$ cat src/pkg/bfc_pkg.sv
// Purpose: Shared constants and types of the brake contactor feedback check
// Assumes: Seven general inputs, one feedback selection digit
// Notes: A digit is sampled once after reset release and then held
package bfc_pkg;

  // General input circuits on the connector
  localparam int BFC_NUM_INPUTS = 7;

  // Selection digit encodings
  localparam logic [3:0] BFC_DIGIT_CLOSED_FIRST = 4'h0;
  localparam logic [3:0] BFC_DIGIT_CLOSED_LAST = 4'h6;
  localparam logic [3:0] BFC_DIGIT_RESERVED = 4'h7;
  localparam logic [3:0] BFC_DIGIT_DISABLED = 4'h8;
  localparam logic [3:0] BFC_DIGIT_OPEN_FIRST = 4'h9;
  localparam logic [3:0] BFC_DIGIT_OPEN_LAST = 4'hf;

  // Position of the feedback digit in the assignment parameter
  localparam int BFC_DIGIT_POS = 2;
  localparam int BFC_DIGIT_LSB = BFC_DIGIT_POS * 4;

  // Factory value of the whole assignment parameter
  localparam logic [15:0] BFC_ASSIGN_RESET = 16'h0800;

  // Clock and feedback filter time
  localparam int BFC_CLK_PERIOD_NS = 10;
  localparam int BFC_FILTER_TIME_NS = 40;
  localparam int BFC_FILTER_CYCLES =
    (BFC_FILTER_TIME_NS + BFC_CLK_PERIOD_NS - 1) / BFC_CLK_PERIOD_NS;

  // Decoded feedback configuration
  typedef struct packed {
    logic enable;
    logic faultOnOpen;
    logic [2:0] index;
  } bfc_cfg_t;

  localparam bfc_cfg_t BFC_CFG_RESET = '{enable: 1'b0, faultOnOpen: 1'b0,
                                         index: 3'h0};

  typedef enum logic [1:0] {
    BFC_ST_OFF = 2'b00,
    BFC_ST_WATCH = 2'b01,
    BFC_ST_FAULT = 2'b10
  } bfc_state_t;

endpackage

$ cat src/bfc_brake_feedback_check.sv
// Purpose: Flags contactor welding or failure to operate from the
//   auxiliary contact feedback while the dynamic brake is applied
// Assumes: All inputs synchronous to clk; input high means closed
// Notes: The setting is caught once per reset; the alarm is sticky
// Operation
// - Feedback choice from third parameter digit.
// - Digits 0-6: inputs 1-7, closed faults.
// - Digits 9-F: inputs 1-7, open faults.
// - Digit 8 disables detection; factory default.
// - Functions sharing an input are ORed.
`timescale 1ns/1ns
module bfc_brake_feedback_check
  import bfc_pkg::*;
#(
  parameter int NUM_INPUTS = BFC_NUM_INPUTS,
  parameter int FILTER_CYCLES = BFC_FILTER_CYCLES
) (
  // Clock and reset
  input wire logic clk,
  input wire logic reset_n,
  // Setting, sampled once after reset release
  input wire logic [15:0] inputAssignmentParameter,
  // General input connector pins, high is closed
  input wire logic [NUM_INPUTS-1:0] generalInputConnector,
  // Other functions driving the same input circuits
  input wire logic [NUM_INPUTS-1:0] sharedCircuitDrive,
  // Dynamic brake state
  input wire logic dynamicBrakeApplied,
  // Alarm reset from the drive
  input wire logic alarmClear,
  // Results
  output logic [NUM_INPUTS-1:0] inputCircuitActive,
  output logic brakeFeedbackInput,
  output logic contactorError,
  output logic contactorErrorPulse,
  output logic detectionEnabled
);

  // The digit decode only reaches seven inputs; the filter counter is 8 bits
  if (NUM_INPUTS != BFC_NUM_INPUTS) begin : g_bad_inputs
    $error("NUM_INPUTS must equal the digit decode range");
  end
  if (FILTER_CYCLES < 1 || FILTER_CYCLES > 255) begin : g_bad_filter
    $error("FILTER_CYCLES must lie in 1..255");
  end

  localparam logic [7:0] FILTER_LAST = 8'(FILTER_CYCLES - 1);

  bfc_cfg_t cfg_reg;
  bfc_cfg_t cfg_next;
  logic cfgLoaded_reg;
  logic [3:0] digit;
  logic [NUM_INPUTS-1:0] circuit_reg;
  logic selected;
  logic faultLevel;
  logic [7:0] filter_reg;
  logic faultConfirm;
  bfc_state_t state_reg;
  bfc_state_t state_next;

  // Digit decode
  assign digit = inputAssignmentParameter[BFC_DIGIT_LSB +: 4];

  always_comb begin
    cfg_next = BFC_CFG_RESET;
    if (digit <= BFC_DIGIT_CLOSED_LAST) begin
      cfg_next.enable = 1'b1;
      cfg_next.faultOnOpen = 1'b0;
      cfg_next.index = 3'(digit - BFC_DIGIT_CLOSED_FIRST);
    end else if (digit >= BFC_DIGIT_OPEN_FIRST) begin
      cfg_next.enable = 1'b1;
      cfg_next.faultOnOpen = 1'b1;
      cfg_next.index = 3'(digit - BFC_DIGIT_OPEN_FIRST);
    end else begin
      // Digit 8 and the reserved digit 7 both leave detection off
      cfg_next.enable = 1'b0;
    end
  end

  // The setting only takes effect after a restart, so it is caught once
  always_ff @(posedge clk or negedge reset_n) begin
    if (!reset_n) begin
      cfg_reg <= BFC_CFG_RESET;
      cfgLoaded_reg <= 1'b0;
    end else if (!cfgLoaded_reg) begin
      cfg_reg <= cfg_next;
      cfgLoaded_reg <= 1'b1;
    end
  end

  // Input circuits: any function mapped to a circuit operates it
  always_ff @(posedge clk or negedge reset_n) begin
    if (!reset_n) begin
      circuit_reg <= '0;
    end else begin
      circuit_reg <= generalInputConnector | sharedCircuitDrive;
    end
  end

  assign selected = circuit_reg[cfg_reg.index];
  assign faultLevel = cfgLoaded_reg && cfg_reg.enable && dynamicBrakeApplied
                      && (selected == !cfg_reg.faultOnOpen);

  // A fault must persist FILTER_CYCLES cycles before the alarm is raised
  always_ff @(posedge clk or negedge reset_n) begin
    if (!reset_n) begin
      filter_reg <= 8'h00;
    end else if (!faultLevel) begin
      filter_reg <= 8'h00;
    end else if (filter_reg != FILTER_LAST) begin
      filter_reg <= filter_reg + 8'h01;
    end
  end

  assign faultConfirm = faultLevel && (filter_reg == FILTER_LAST);

  always_comb begin
    state_next = state_reg;
    case (state_reg)
      BFC_ST_OFF: begin
        if (cfgLoaded_reg && cfg_reg.enable) begin
          state_next = BFC_ST_WATCH;
        end
      end
      BFC_ST_WATCH: begin
        if (faultConfirm) begin
          state_next = BFC_ST_FAULT;
        end
      end
      BFC_ST_FAULT: begin
        // A fault present in the clear cycle keeps the alarm
        if (alarmClear && !faultConfirm) begin
          state_next = BFC_ST_WATCH;
        end
      end
      default: begin
        state_next = BFC_ST_OFF;
      end
    endcase
  end

  always_ff @(posedge clk or negedge reset_n) begin
    if (!reset_n) begin
      state_reg <= BFC_ST_OFF;
    end else begin
      state_reg <= state_next;
    end
  end

  // Outputs
  always_ff @(posedge clk or negedge reset_n) begin
    if (!reset_n) begin
      contactorError <= 1'b0;
      contactorErrorPulse <= 1'b0;
    end else begin
      contactorError <= (state_next == BFC_ST_FAULT);
      contactorErrorPulse <= (state_reg == BFC_ST_WATCH) && faultConfirm;
    end
  end

  assign inputCircuitActive = circuit_reg;
  assign brakeFeedbackInput = cfg_reg.enable & selected;
  assign detectionEnabled = cfg_reg.enable;

  // Checks
  a_closed_decode: assert property (@(posedge clk)
    disable iff (!reset_n)
    $rose(cfgLoaded_reg) && $past(digit) <= BFC_DIGIT_CLOSED_LAST
    |-> cfg_reg.enable && !cfg_reg.faultOnOpen
        && cfg_reg.index == 3'($past(digit)))
    else $error("closed digit decoded wrongly");

  a_open_decode: assert property (@(posedge clk)
    disable iff (!reset_n)
    $rose(cfgLoaded_reg) && $past(digit) >= BFC_DIGIT_OPEN_FIRST
    |-> cfg_reg.enable && cfg_reg.faultOnOpen
        && cfg_reg.index == 3'($past(digit) - BFC_DIGIT_OPEN_FIRST))
    else $error("open digit decoded wrongly");

  a_off_digits: assert property (@(posedge clk)
    disable iff (!reset_n)
    $rose(cfgLoaded_reg) && ($past(digit) == BFC_DIGIT_DISABLED
      || $past(digit) == BFC_DIGIT_RESERVED)
    |-> !cfg_reg.enable)
    else $error("digit 7 or 8 left detection on");

  a_never_off: assert property (@(posedge clk)
    disable iff (!reset_n)
    !cfg_reg.enable |-> !contactorError && !contactorErrorPulse
      && !brakeFeedbackInput)
    else $error("alarm raised while detection off");

  a_cfg_held: assert property (@(posedge clk)
    disable iff (!reset_n)
    cfgLoaded_reg && $past(cfgLoaded_reg) |-> $stable(cfg_reg))
    else $error("setting changed without restart");

  a_shared_or: assert property (@(posedge clk)
    disable iff (!reset_n)
    1'b1 |=> circuit_reg == $past(generalInputConnector | sharedCircuitDrive))
    else $error("input circuit not the OR of its sources");

  a_fault_raise: assert property (@(posedge clk)
    disable iff (!reset_n)
    state_reg == BFC_ST_WATCH && faultLevel && filter_reg == FILTER_LAST
    |=> contactorError && contactorErrorPulse)
    else $error("confirmed fault not flagged");

  a_no_release: assert property (@(posedge clk)
    disable iff (!reset_n)
    !dynamicBrakeApplied && !contactorError |=> !contactorError)
    else $error("alarm raised with brake released");

  a_pulse_single: assert property (@(posedge clk)
    disable iff (!reset_n)
    contactorErrorPulse |=> !contactorErrorPulse)
    else $error("alarm pulse longer than one cycle");

  // A clear that meets a standing fault must lose to it
  a_clear_blocked: assert property (@(posedge clk)
    disable iff (!reset_n)
    contactorError && alarmClear && faultConfirm |=> contactorError)
    else $error("clear dropped a standing fault");

  a_clear_done: assert property (@(posedge clk)
    disable iff (!reset_n)
    contactorError && alarmClear && !faultConfirm |=> !contactorError)
    else $error("clear ignored with no fault present");

  c_closed_fault: cover property (@(posedge clk) disable iff (!reset_n)
    contactorErrorPulse && !cfg_reg.faultOnOpen);
  c_open_fault: cover property (@(posedge clk) disable iff (!reset_n)
    contactorErrorPulse && cfg_reg.faultOnOpen);
  c_clear: cover property (@(posedge clk) disable iff (!reset_n)
    contactorError ##1 !contactorError);
  c_clear_blocked: cover property (@(posedge clk) disable iff (!reset_n)
    contactorError && alarmClear ##1 contactorError);

endmodule

$ cat config.mk
export PLATFORM = sky130hd
export DESIGN_NAME = bfc_brake_feedback_check
export DESIGN_NICKNAME = d
export VERILOG_FILES = /design/src/pkg/bfc_pkg.sv /design/src/bfc_brake_feedback_check.sv
export SDC_FILE = /design/constraint.sdc
export NUM_CORES = 1
export LEC_CHECK = 0
export BUFFER_PORTS_ARGS = -buffer_cell sky130_fd_sc_hd__clkbuf_2
export CAP_MARGIN = 20
export CORE_MARGIN = 3
export CORE_UTILIZATION = 47
export DETAILED_ROUTE_END_ITERATION = 10
export PLACE_DENSITY = 0.78
export REMOVE_ABC_BUFFERS = 1
export SLEW_MARGIN = 20
export SYNTH_ARGS = -nofsm -noshare
export SYNTH_HDL_FRONTEND = slang
export SYNTH_SLANG_ARGS = --single-unit
$ cat constraint.sdc
create_clock -name clk -period 2.8 [get_ports clk]
set_clock_uncertainty 0.15 [all_clocks]
set_input_delay 0 -clock clk [delete_from_list [all_inputs] [get_ports clk]]
set_output_delay 0 -clock clk [all_outputs]
set_load 0.05 [all_outputs]
; Word-level counts from Yosys, hierarchy flattened
; Index checks and enable logic that the tools add are counted.
[op_classes]
mux = 11
n_eq_ne = 7
addsub = 2
n_lt_le_gt_ge = 3
bitwise_logic = 2
n_reduce_logical = 9
[op_table]
columns = op, count
row1 = 8-bit 2-to-1 mux, 2
row2 = "8-bit by 1-bit adder with 8-bit output, second input constant", 1
row3 = "8-bit by 2-bit == test with 1-bit output, second input constant", 1
row4 = "8-bit by 2-bit != test with 1-bit output, second input constant", 1
row5 = 7-bit OR, 1
row6 = 1-bit logical AND, 6
row7 = 2-bit 2-to-1 mux, 3
row8 = 2-bit one-hot mux with 3 select lines, 1
row9 = 5-bit 2-to-1 mux, 1
row10 = "2-bit == test, second input constant", 2
row11 = "4-bit >= comparator, second input constant", 1
row12 = "4-bit by 3-bit <= comparator with 1-bit output, second input constant", 1
row13 = "3-bit by 4-bit < comparator with 1-bit output, second input constant", 1
row14 = 4-bit 2-to-1 mux, 1
row15 = 1-bit binary-select mux with 3-bit select, 1
row16 = "3-bit by 1-bit subtractor with 3-bit output, second input constant", 1
row17 = "2-bit by 1-bit == test with 1-bit output, second input constant", 1
row18 = 1-bit logical NOT, 2
row19 = 2-bit logical NOT, 1
row20 = 1-bit 2-to-1 mux, 2
row21 = "2-bit by 1-bit != test with 1-bit output, second input constant", 1
row22 = 1-bit bitwise AND, 1
row23 = 1-bit == test, 1
[totals]
output_inout_bits = 11
in_bits = 34
register_bits = 25
word_cells = 43

; Logic depth before layout (Yosys ltp)
[depth]
word_depth = 10
mapped_depth = 7
depth_no_buf = 7

; Worst setup path after synthesis
; Ideal clock, no wire load.
[synth_path]
path_type = flip-flop to flip-flop
from = register circuit_reg[4] (netlist: inputCircuitActive[4])
to = register contactorError
stages_incl_launch_ff = 6
n_path_buf = 0
setup_ps = 65
required_time_ps = 2585
period_less_slack_ps = 1914
path_slack_ps = 886
t_arrival_ps = 1699
cell_sequence = dfrtp_1 mux2i_1 a22oi_2 and3_2 nor4_1 a22o_2
[synth_between]
elab_chain_cells = 10
elab_cells_between_ends = 11
classes_between = 2 x eq/ne / 5 x mux / 4 x reduce/logical
[synth_lines]
columns = item, line_no
row1 = from (decl), bfc_brake_feedback_check.sv:53  ; logic [NUM_INPUTS-1:0] circuit_reg;
row2 = from (signal assigned), bfc_brake_feedback_check.sv:96  ; circuit_reg <= generalInputConnector | sharedCircuitDrive;
row3 = 1-bit binary-select mux with 3-bit select (*), bfc_brake_feedback_check.sv:100  ; assign selected = circuit_reg[cfg_reg.index];
row4 = 1-bit 2-to-1 mux (implied by the code) (*), bfc_brake_feedback_check.sv:100
row5 = 1-bit == test (*), bfc_brake_feedback_check.sv:102  ; && (selected == !cfg_reg.faultOnOpen);
row6 = 1-bit logical AND (*), bfc_brake_feedback_check.sv:102
row7 = 1-bit logical AND (*), bfc_brake_feedback_check.sv:115  ; assign faultConfirm = faultLevel && (filter_reg == FILTER_LAST);
row8 = 1-bit logical NOT, bfc_brake_feedback_check.sv:132  ; if (alarmClear && !faultConfirm) begin
row9 = 1-bit logical AND, bfc_brake_feedback_check.sv:132
row10 = 2-bit 2-to-1 mux, bfc_brake_feedback_check.sv:132
row11 = 2-bit one-hot mux with 3 select lines (*), bfc_brake_feedback_check.sv:119  ; case (state_reg)
row12 = 2-bit == test (*), bfc_brake_feedback_check.sv:156  ; contactorError <= (state_next == BFC_ST_FAULT);
row13 = to (signal assigned), bfc_brake_feedback_check.sv:156
row14 = to (decl), bfc_brake_feedback_check.sv:34  ; output logic contactorError,
; Every way passes the cells marked *; elsewhere a longest branch is shown, timed or not. The select of a mux whose other input is x is not followed.
; A chain may end at the register's enable or synchronous reset.

; Final worst setup path
[layout_path]
from = register filter_reg[1]
to = register state_reg[0]
[layout_between]
elab_chain_cells = 6
elab_cells_between_ends = 7
classes_between = 1 x eq/ne / 3 x mux / 3 x reduce/logical
[layout_lines]
columns = item, line_no
row1 = from (decl), bfc_brake_feedback_check.sv:56  ; logic [7:0] filter_reg;
row2 = from (signal assigned), bfc_brake_feedback_check.sv:111  ; filter_reg <= filter_reg + 8'h01;
row3 = 8-bit by 2-bit == test with 1-bit output (*), bfc_brake_feedback_check.sv:115
row4 = 1-bit logical AND (*), bfc_brake_feedback_check.sv:115
row5 = 1-bit logical NOT, bfc_brake_feedback_check.sv:132
row6 = 1-bit logical AND, bfc_brake_feedback_check.sv:132
row7 = 2-bit 2-to-1 mux, bfc_brake_feedback_check.sv:132
row8 = 2-bit one-hot mux with 3 select lines (*), bfc_brake_feedback_check.sv:119
row9 = named net state_next[0], bfc_brake_feedback_check.sv:59  ; bfc_state_t state_next;
row10 = to (signal assigned), bfc_brake_feedback_check.sv:146  ; state_reg <= state_next;
row11 = to (decl), bfc_brake_feedback_check.sv:58  ; bfc_state_t state_reg;
; The timed path passes the listed nets; every way through them passes the cells marked *.

==> reports/summary.md <==
The run finished with clean final reports. The run gives 1076 as the number of global-route vias before repair. The core region is 0.00232 mm². The number of fill cells is 188, and the later-pin clock latency in the skew report is 0.31 ns. The tools report the static power due to leakage as 0.000764 µW. Setup repair after global routing left no endpoint under its margin.

The hold violation count in the final report was 0; the total power divided by cell area was 430 mW/mm². Subtracting the final worst setup slack from the clock period gives 2.67 ns. Entering global routing, the biggest net connects 26 pins. Including well taps, the total number of placed cells is 171.

The clock edge transition at the registers on the reported setup and hold paths works out to 0.14 ns. Data on the critical path is required at its endpoint by 2.85 ns. The number of gates resized after CTS was 0. The cell area reported after detailed placement came out at 0.00138 mm².

The tools report the effective utilization at floorplan as 52.2%. The worst setup path is captured at a register. Excluding fillers, the count of instances in the completed layout stands at 197.

For the highest achievable clock rate, the log shows 375 MHz. The origin of the worst min-delay path was inputAssignmentParameter[10]. Yosys printed 0 warnings. The total count of max-transition violations in the final report came out at 0. Data on the critical path arrives at its endpoint at 2.72 ns. The tools report the startpoint of the worst setup timing path as filter_reg[1]. The H-tree depth is 1. The maximum fanout along the worst path is 6, and the mean cell area of the mapped netlist is 10.7 µm². The worst path uses 95.3% of the clock period.

The total overflow left after global routing is 0. The run gives 278 µV as the maximum VDD drop. The stage delay of the slowest cell on the critical path was 0.59 ns; the final net count was 208.

For this design the top-level I/O count stands at 45. Per report_power, the clock group accounts for 22.7% of the total. The area of the die was 0.00322 mm²; the sequential element share of the synthesized area was 51.7%.

In this run, synthesis produced a sequential element count of 25. Global routing used 17.6% of the available tracks. For the routability congestion estimate from global placement, the log shows 0.748. In this run the deepest clock path goes through 2 buffers. The number of different library cells used by synthesis comes to 36. The post-route DRC violation count was 0; the cell-internal power was 496 µW.

The critical path is of the register to register type. The run gives 0.00121 mm² as the cell area after synthesis. Net switching is 29.2% of the power. The run gives 0.776 ns as the minimum setup slack after placement. Using the TritonRoute via totals, the vias-per-cell ratio works out to 5.30. Of the cells placed in the final design, the portion with a size suffix greater than 1 is 29.6%. The iteration count of the initial detailed-routing pass came out at 4. Of all cell types, the one taking the most synthesized area is sky130_fd_sc_hd__dfrtp_1. Across all setup checks in the final design, the least slack found is 0.133 ns. The tools report the post-detailed-placement half-perimeter wirelength as 1820 µm. The critical path goes through ha_1 -> nor4b_1 -> nand2_1 -> nor4_1 -> o32ai_1 -> dlygate4sd3_1. By area the synthesized netlist is led by sky130_fd_sc_hd__dfrtp_1 52%, sky130_fd_sc_hd__ha_1 4.1%, sky130_fd_sc_hd__mux2i_1 4.1%.

The final count of negative-setup-slack endpoints came out at 0. The post-cts hold buffer count was 22. Once layout is complete, the utilization of the core stands at 70.3%.

During placement, the flow inserted port buffers numbering 32. The routed layout has 1044 vias. The first global-routing pass estimated 4540 µm of wire. The worst register-to-register path begins at filter_reg[1]. The run gives 0 as the initial antenna violation count.

The CTS buffer count was 3; the area overhead of the layout relative to synthesis was 34.6%. Cell at the root of the clock tree: sky130_fd_sc_hd__clkbuf_4. The number of flip-flops under the largest register name was 8. The combinational share of power is 21.2%, and the number of instances in the synthesized netlist is 113. Summed over all failing endpoints, the final setup total negative slack is 0 ns. Count of cells along the worst hold path: 3.

In this run the power spent charging and discharging nets is 205 µW. The number of cells on the worst reg-to-reg path is 6. The number of antenna diodes in the final layout is 0. The detailed router finished its first iteration with 29 violations. The remaining number of nets flagged by the antenna check after routing was 0. Across all register-to-register paths, the minimum setup slack is 0.13 ns. The wire length per cell is 13.9 µm.

The pin slew with the least headroom to its limit is 0.774 ns, and the final standard cell area without fillers is 0.00163 mm². For this design, the slowest cell found on the critical path is sky130_fd_sc_hd__dlygate4sd3_1. Summed over all layers, the routed wires come to 2730 µm.

The path class of the lowest-slack min-delay path was input port to register. In this run the vertical extent of the chip is 56.7 µm. The share of synthesized area in the top cell type comes to 51.7%. The TritonCTS sink count came out at 25. In this run the core area contains 17 standard-cell rows. The share of power burned in registers was 56.0%; the relative max-transition margin was 47.7%. Max-cap violations in this run came to 0. TritonCTS built the clock tree.

In this run the post-CTS setup repair buffer count came out at 0. The die is 56.7 µm wide. STA classifies the critical path startpoint as a register.
-- routing by layer --
metal | GRT usage [%] | part of all wire [%] | vias up
met5 | 0 | 0 | -
met4 | 3.97 | 0.66 | 0
met3 | 2.53 | 5.1 | 2
met2 | 32.8 | 51 | 38
met1 | 21.1 | 44 | 499
li1 | - | - | 505
-- cell families after synthesis --
| family | Yosys count | share of synthesized area, % |
|---|---|---|
| AOI/OAI and AO/OA | 16 | 10.3 |
| DFF | 25 | 51.7 |
| other | 1 | 0.310 |
| buffers and inverters | 7 | 3.41 |
| and+or+nand+nor | 48 | 20.7 |
| adders and majority gates | 4 | 4.14 |
| muxes | 6 | 5.07 |
| xor gates and xnor gates | 6 | 4.34 |
-- power groups by stage --
stage	Clock, µW	Combinational, µW	Sequential [µW]
after floorplan	0	58.3	420
after global placement	0	120	399
after detailed placement	0	124	400
after CTS	163	148	393
after global routing	175	162	396
final	159	149	393
-- final cells by class --
type	instances	area [µm²]	area share, %
well taps	28	35.0	2.15
multi-input cells	81	543	33.3
flip-flops and latches	25	626	38.4
clock buffers	4	26.3	1.61
inverters	5	18.8	1.15
repair buffers	54	380	23.3
-- cells in the final DEF (no fill, tap or decap), drive strengths merged, types with 4 or more instances in the layout --
cell and count:
clkbuf 36, dfrtp 25, dlygate4sd3 22, nand2 11, nor2 11, or2 7
nand3 6, inv 5, mux2i 5, xor2 5, ha 4, and3 4
-- worst paths after layout --
path / to
setup reg to reg: state_reg[0]
max in group asynchronous: cfg_reg[1]
hold reg to reg: cfg_reg[3]
setup / recovery: state_reg[0]
hold / removal: detectionEnabled
min in group asynchronous: filter_reg[6]
-- cell usage after synthesis (all sizes together) --
cell type   n
dfrtp      25
nand2      11
nor2       11
or2         7
nand3       6
inv         5
mux2i       5
xor2        5
and3        4
ha          4
a21oi       3
a22o        2
a22oi       2
buf         2
nor2b       2
o21ai       2
a21o        1
a31oi       1
and2b       1
and4bb      1
conb        1
mux2        1
nand3b      1
nor3        1
nor4        1
nor4b       1
o211ai      1
o221ai      1
o311ai      1
o32ai       1
o41ai       1
or3         1
xnor2       1
-- metrics by stage --
stage | hold slack, ns | total power (µW)
2_1_floorplan | -0.446 | 479
3_3_place_gp | -0.117 | 519
3_5_place_dp | -0.113 | 524
4_1_cts | 0.0237 | 704
5_1_grt | 0.0469 | 733
6_report | 0.0449 | 701
-- worst max-delay path, delay by kind of cell, from the launching register on --
| family | cells | cell delay (ns) |
|---|---|---|
| adder cells (fa/ha/maj) | 1 | 0.25 |
| buffers and inverters | 1 | 0.59 |
| AND/OR/NAND/NOR | 3 | 0.98 |
| AO/OA/AOI/OAI | 1 | 0.15 |
| flip-flops | 1 | 0.44 |
(Power assumes the default switching activity.)
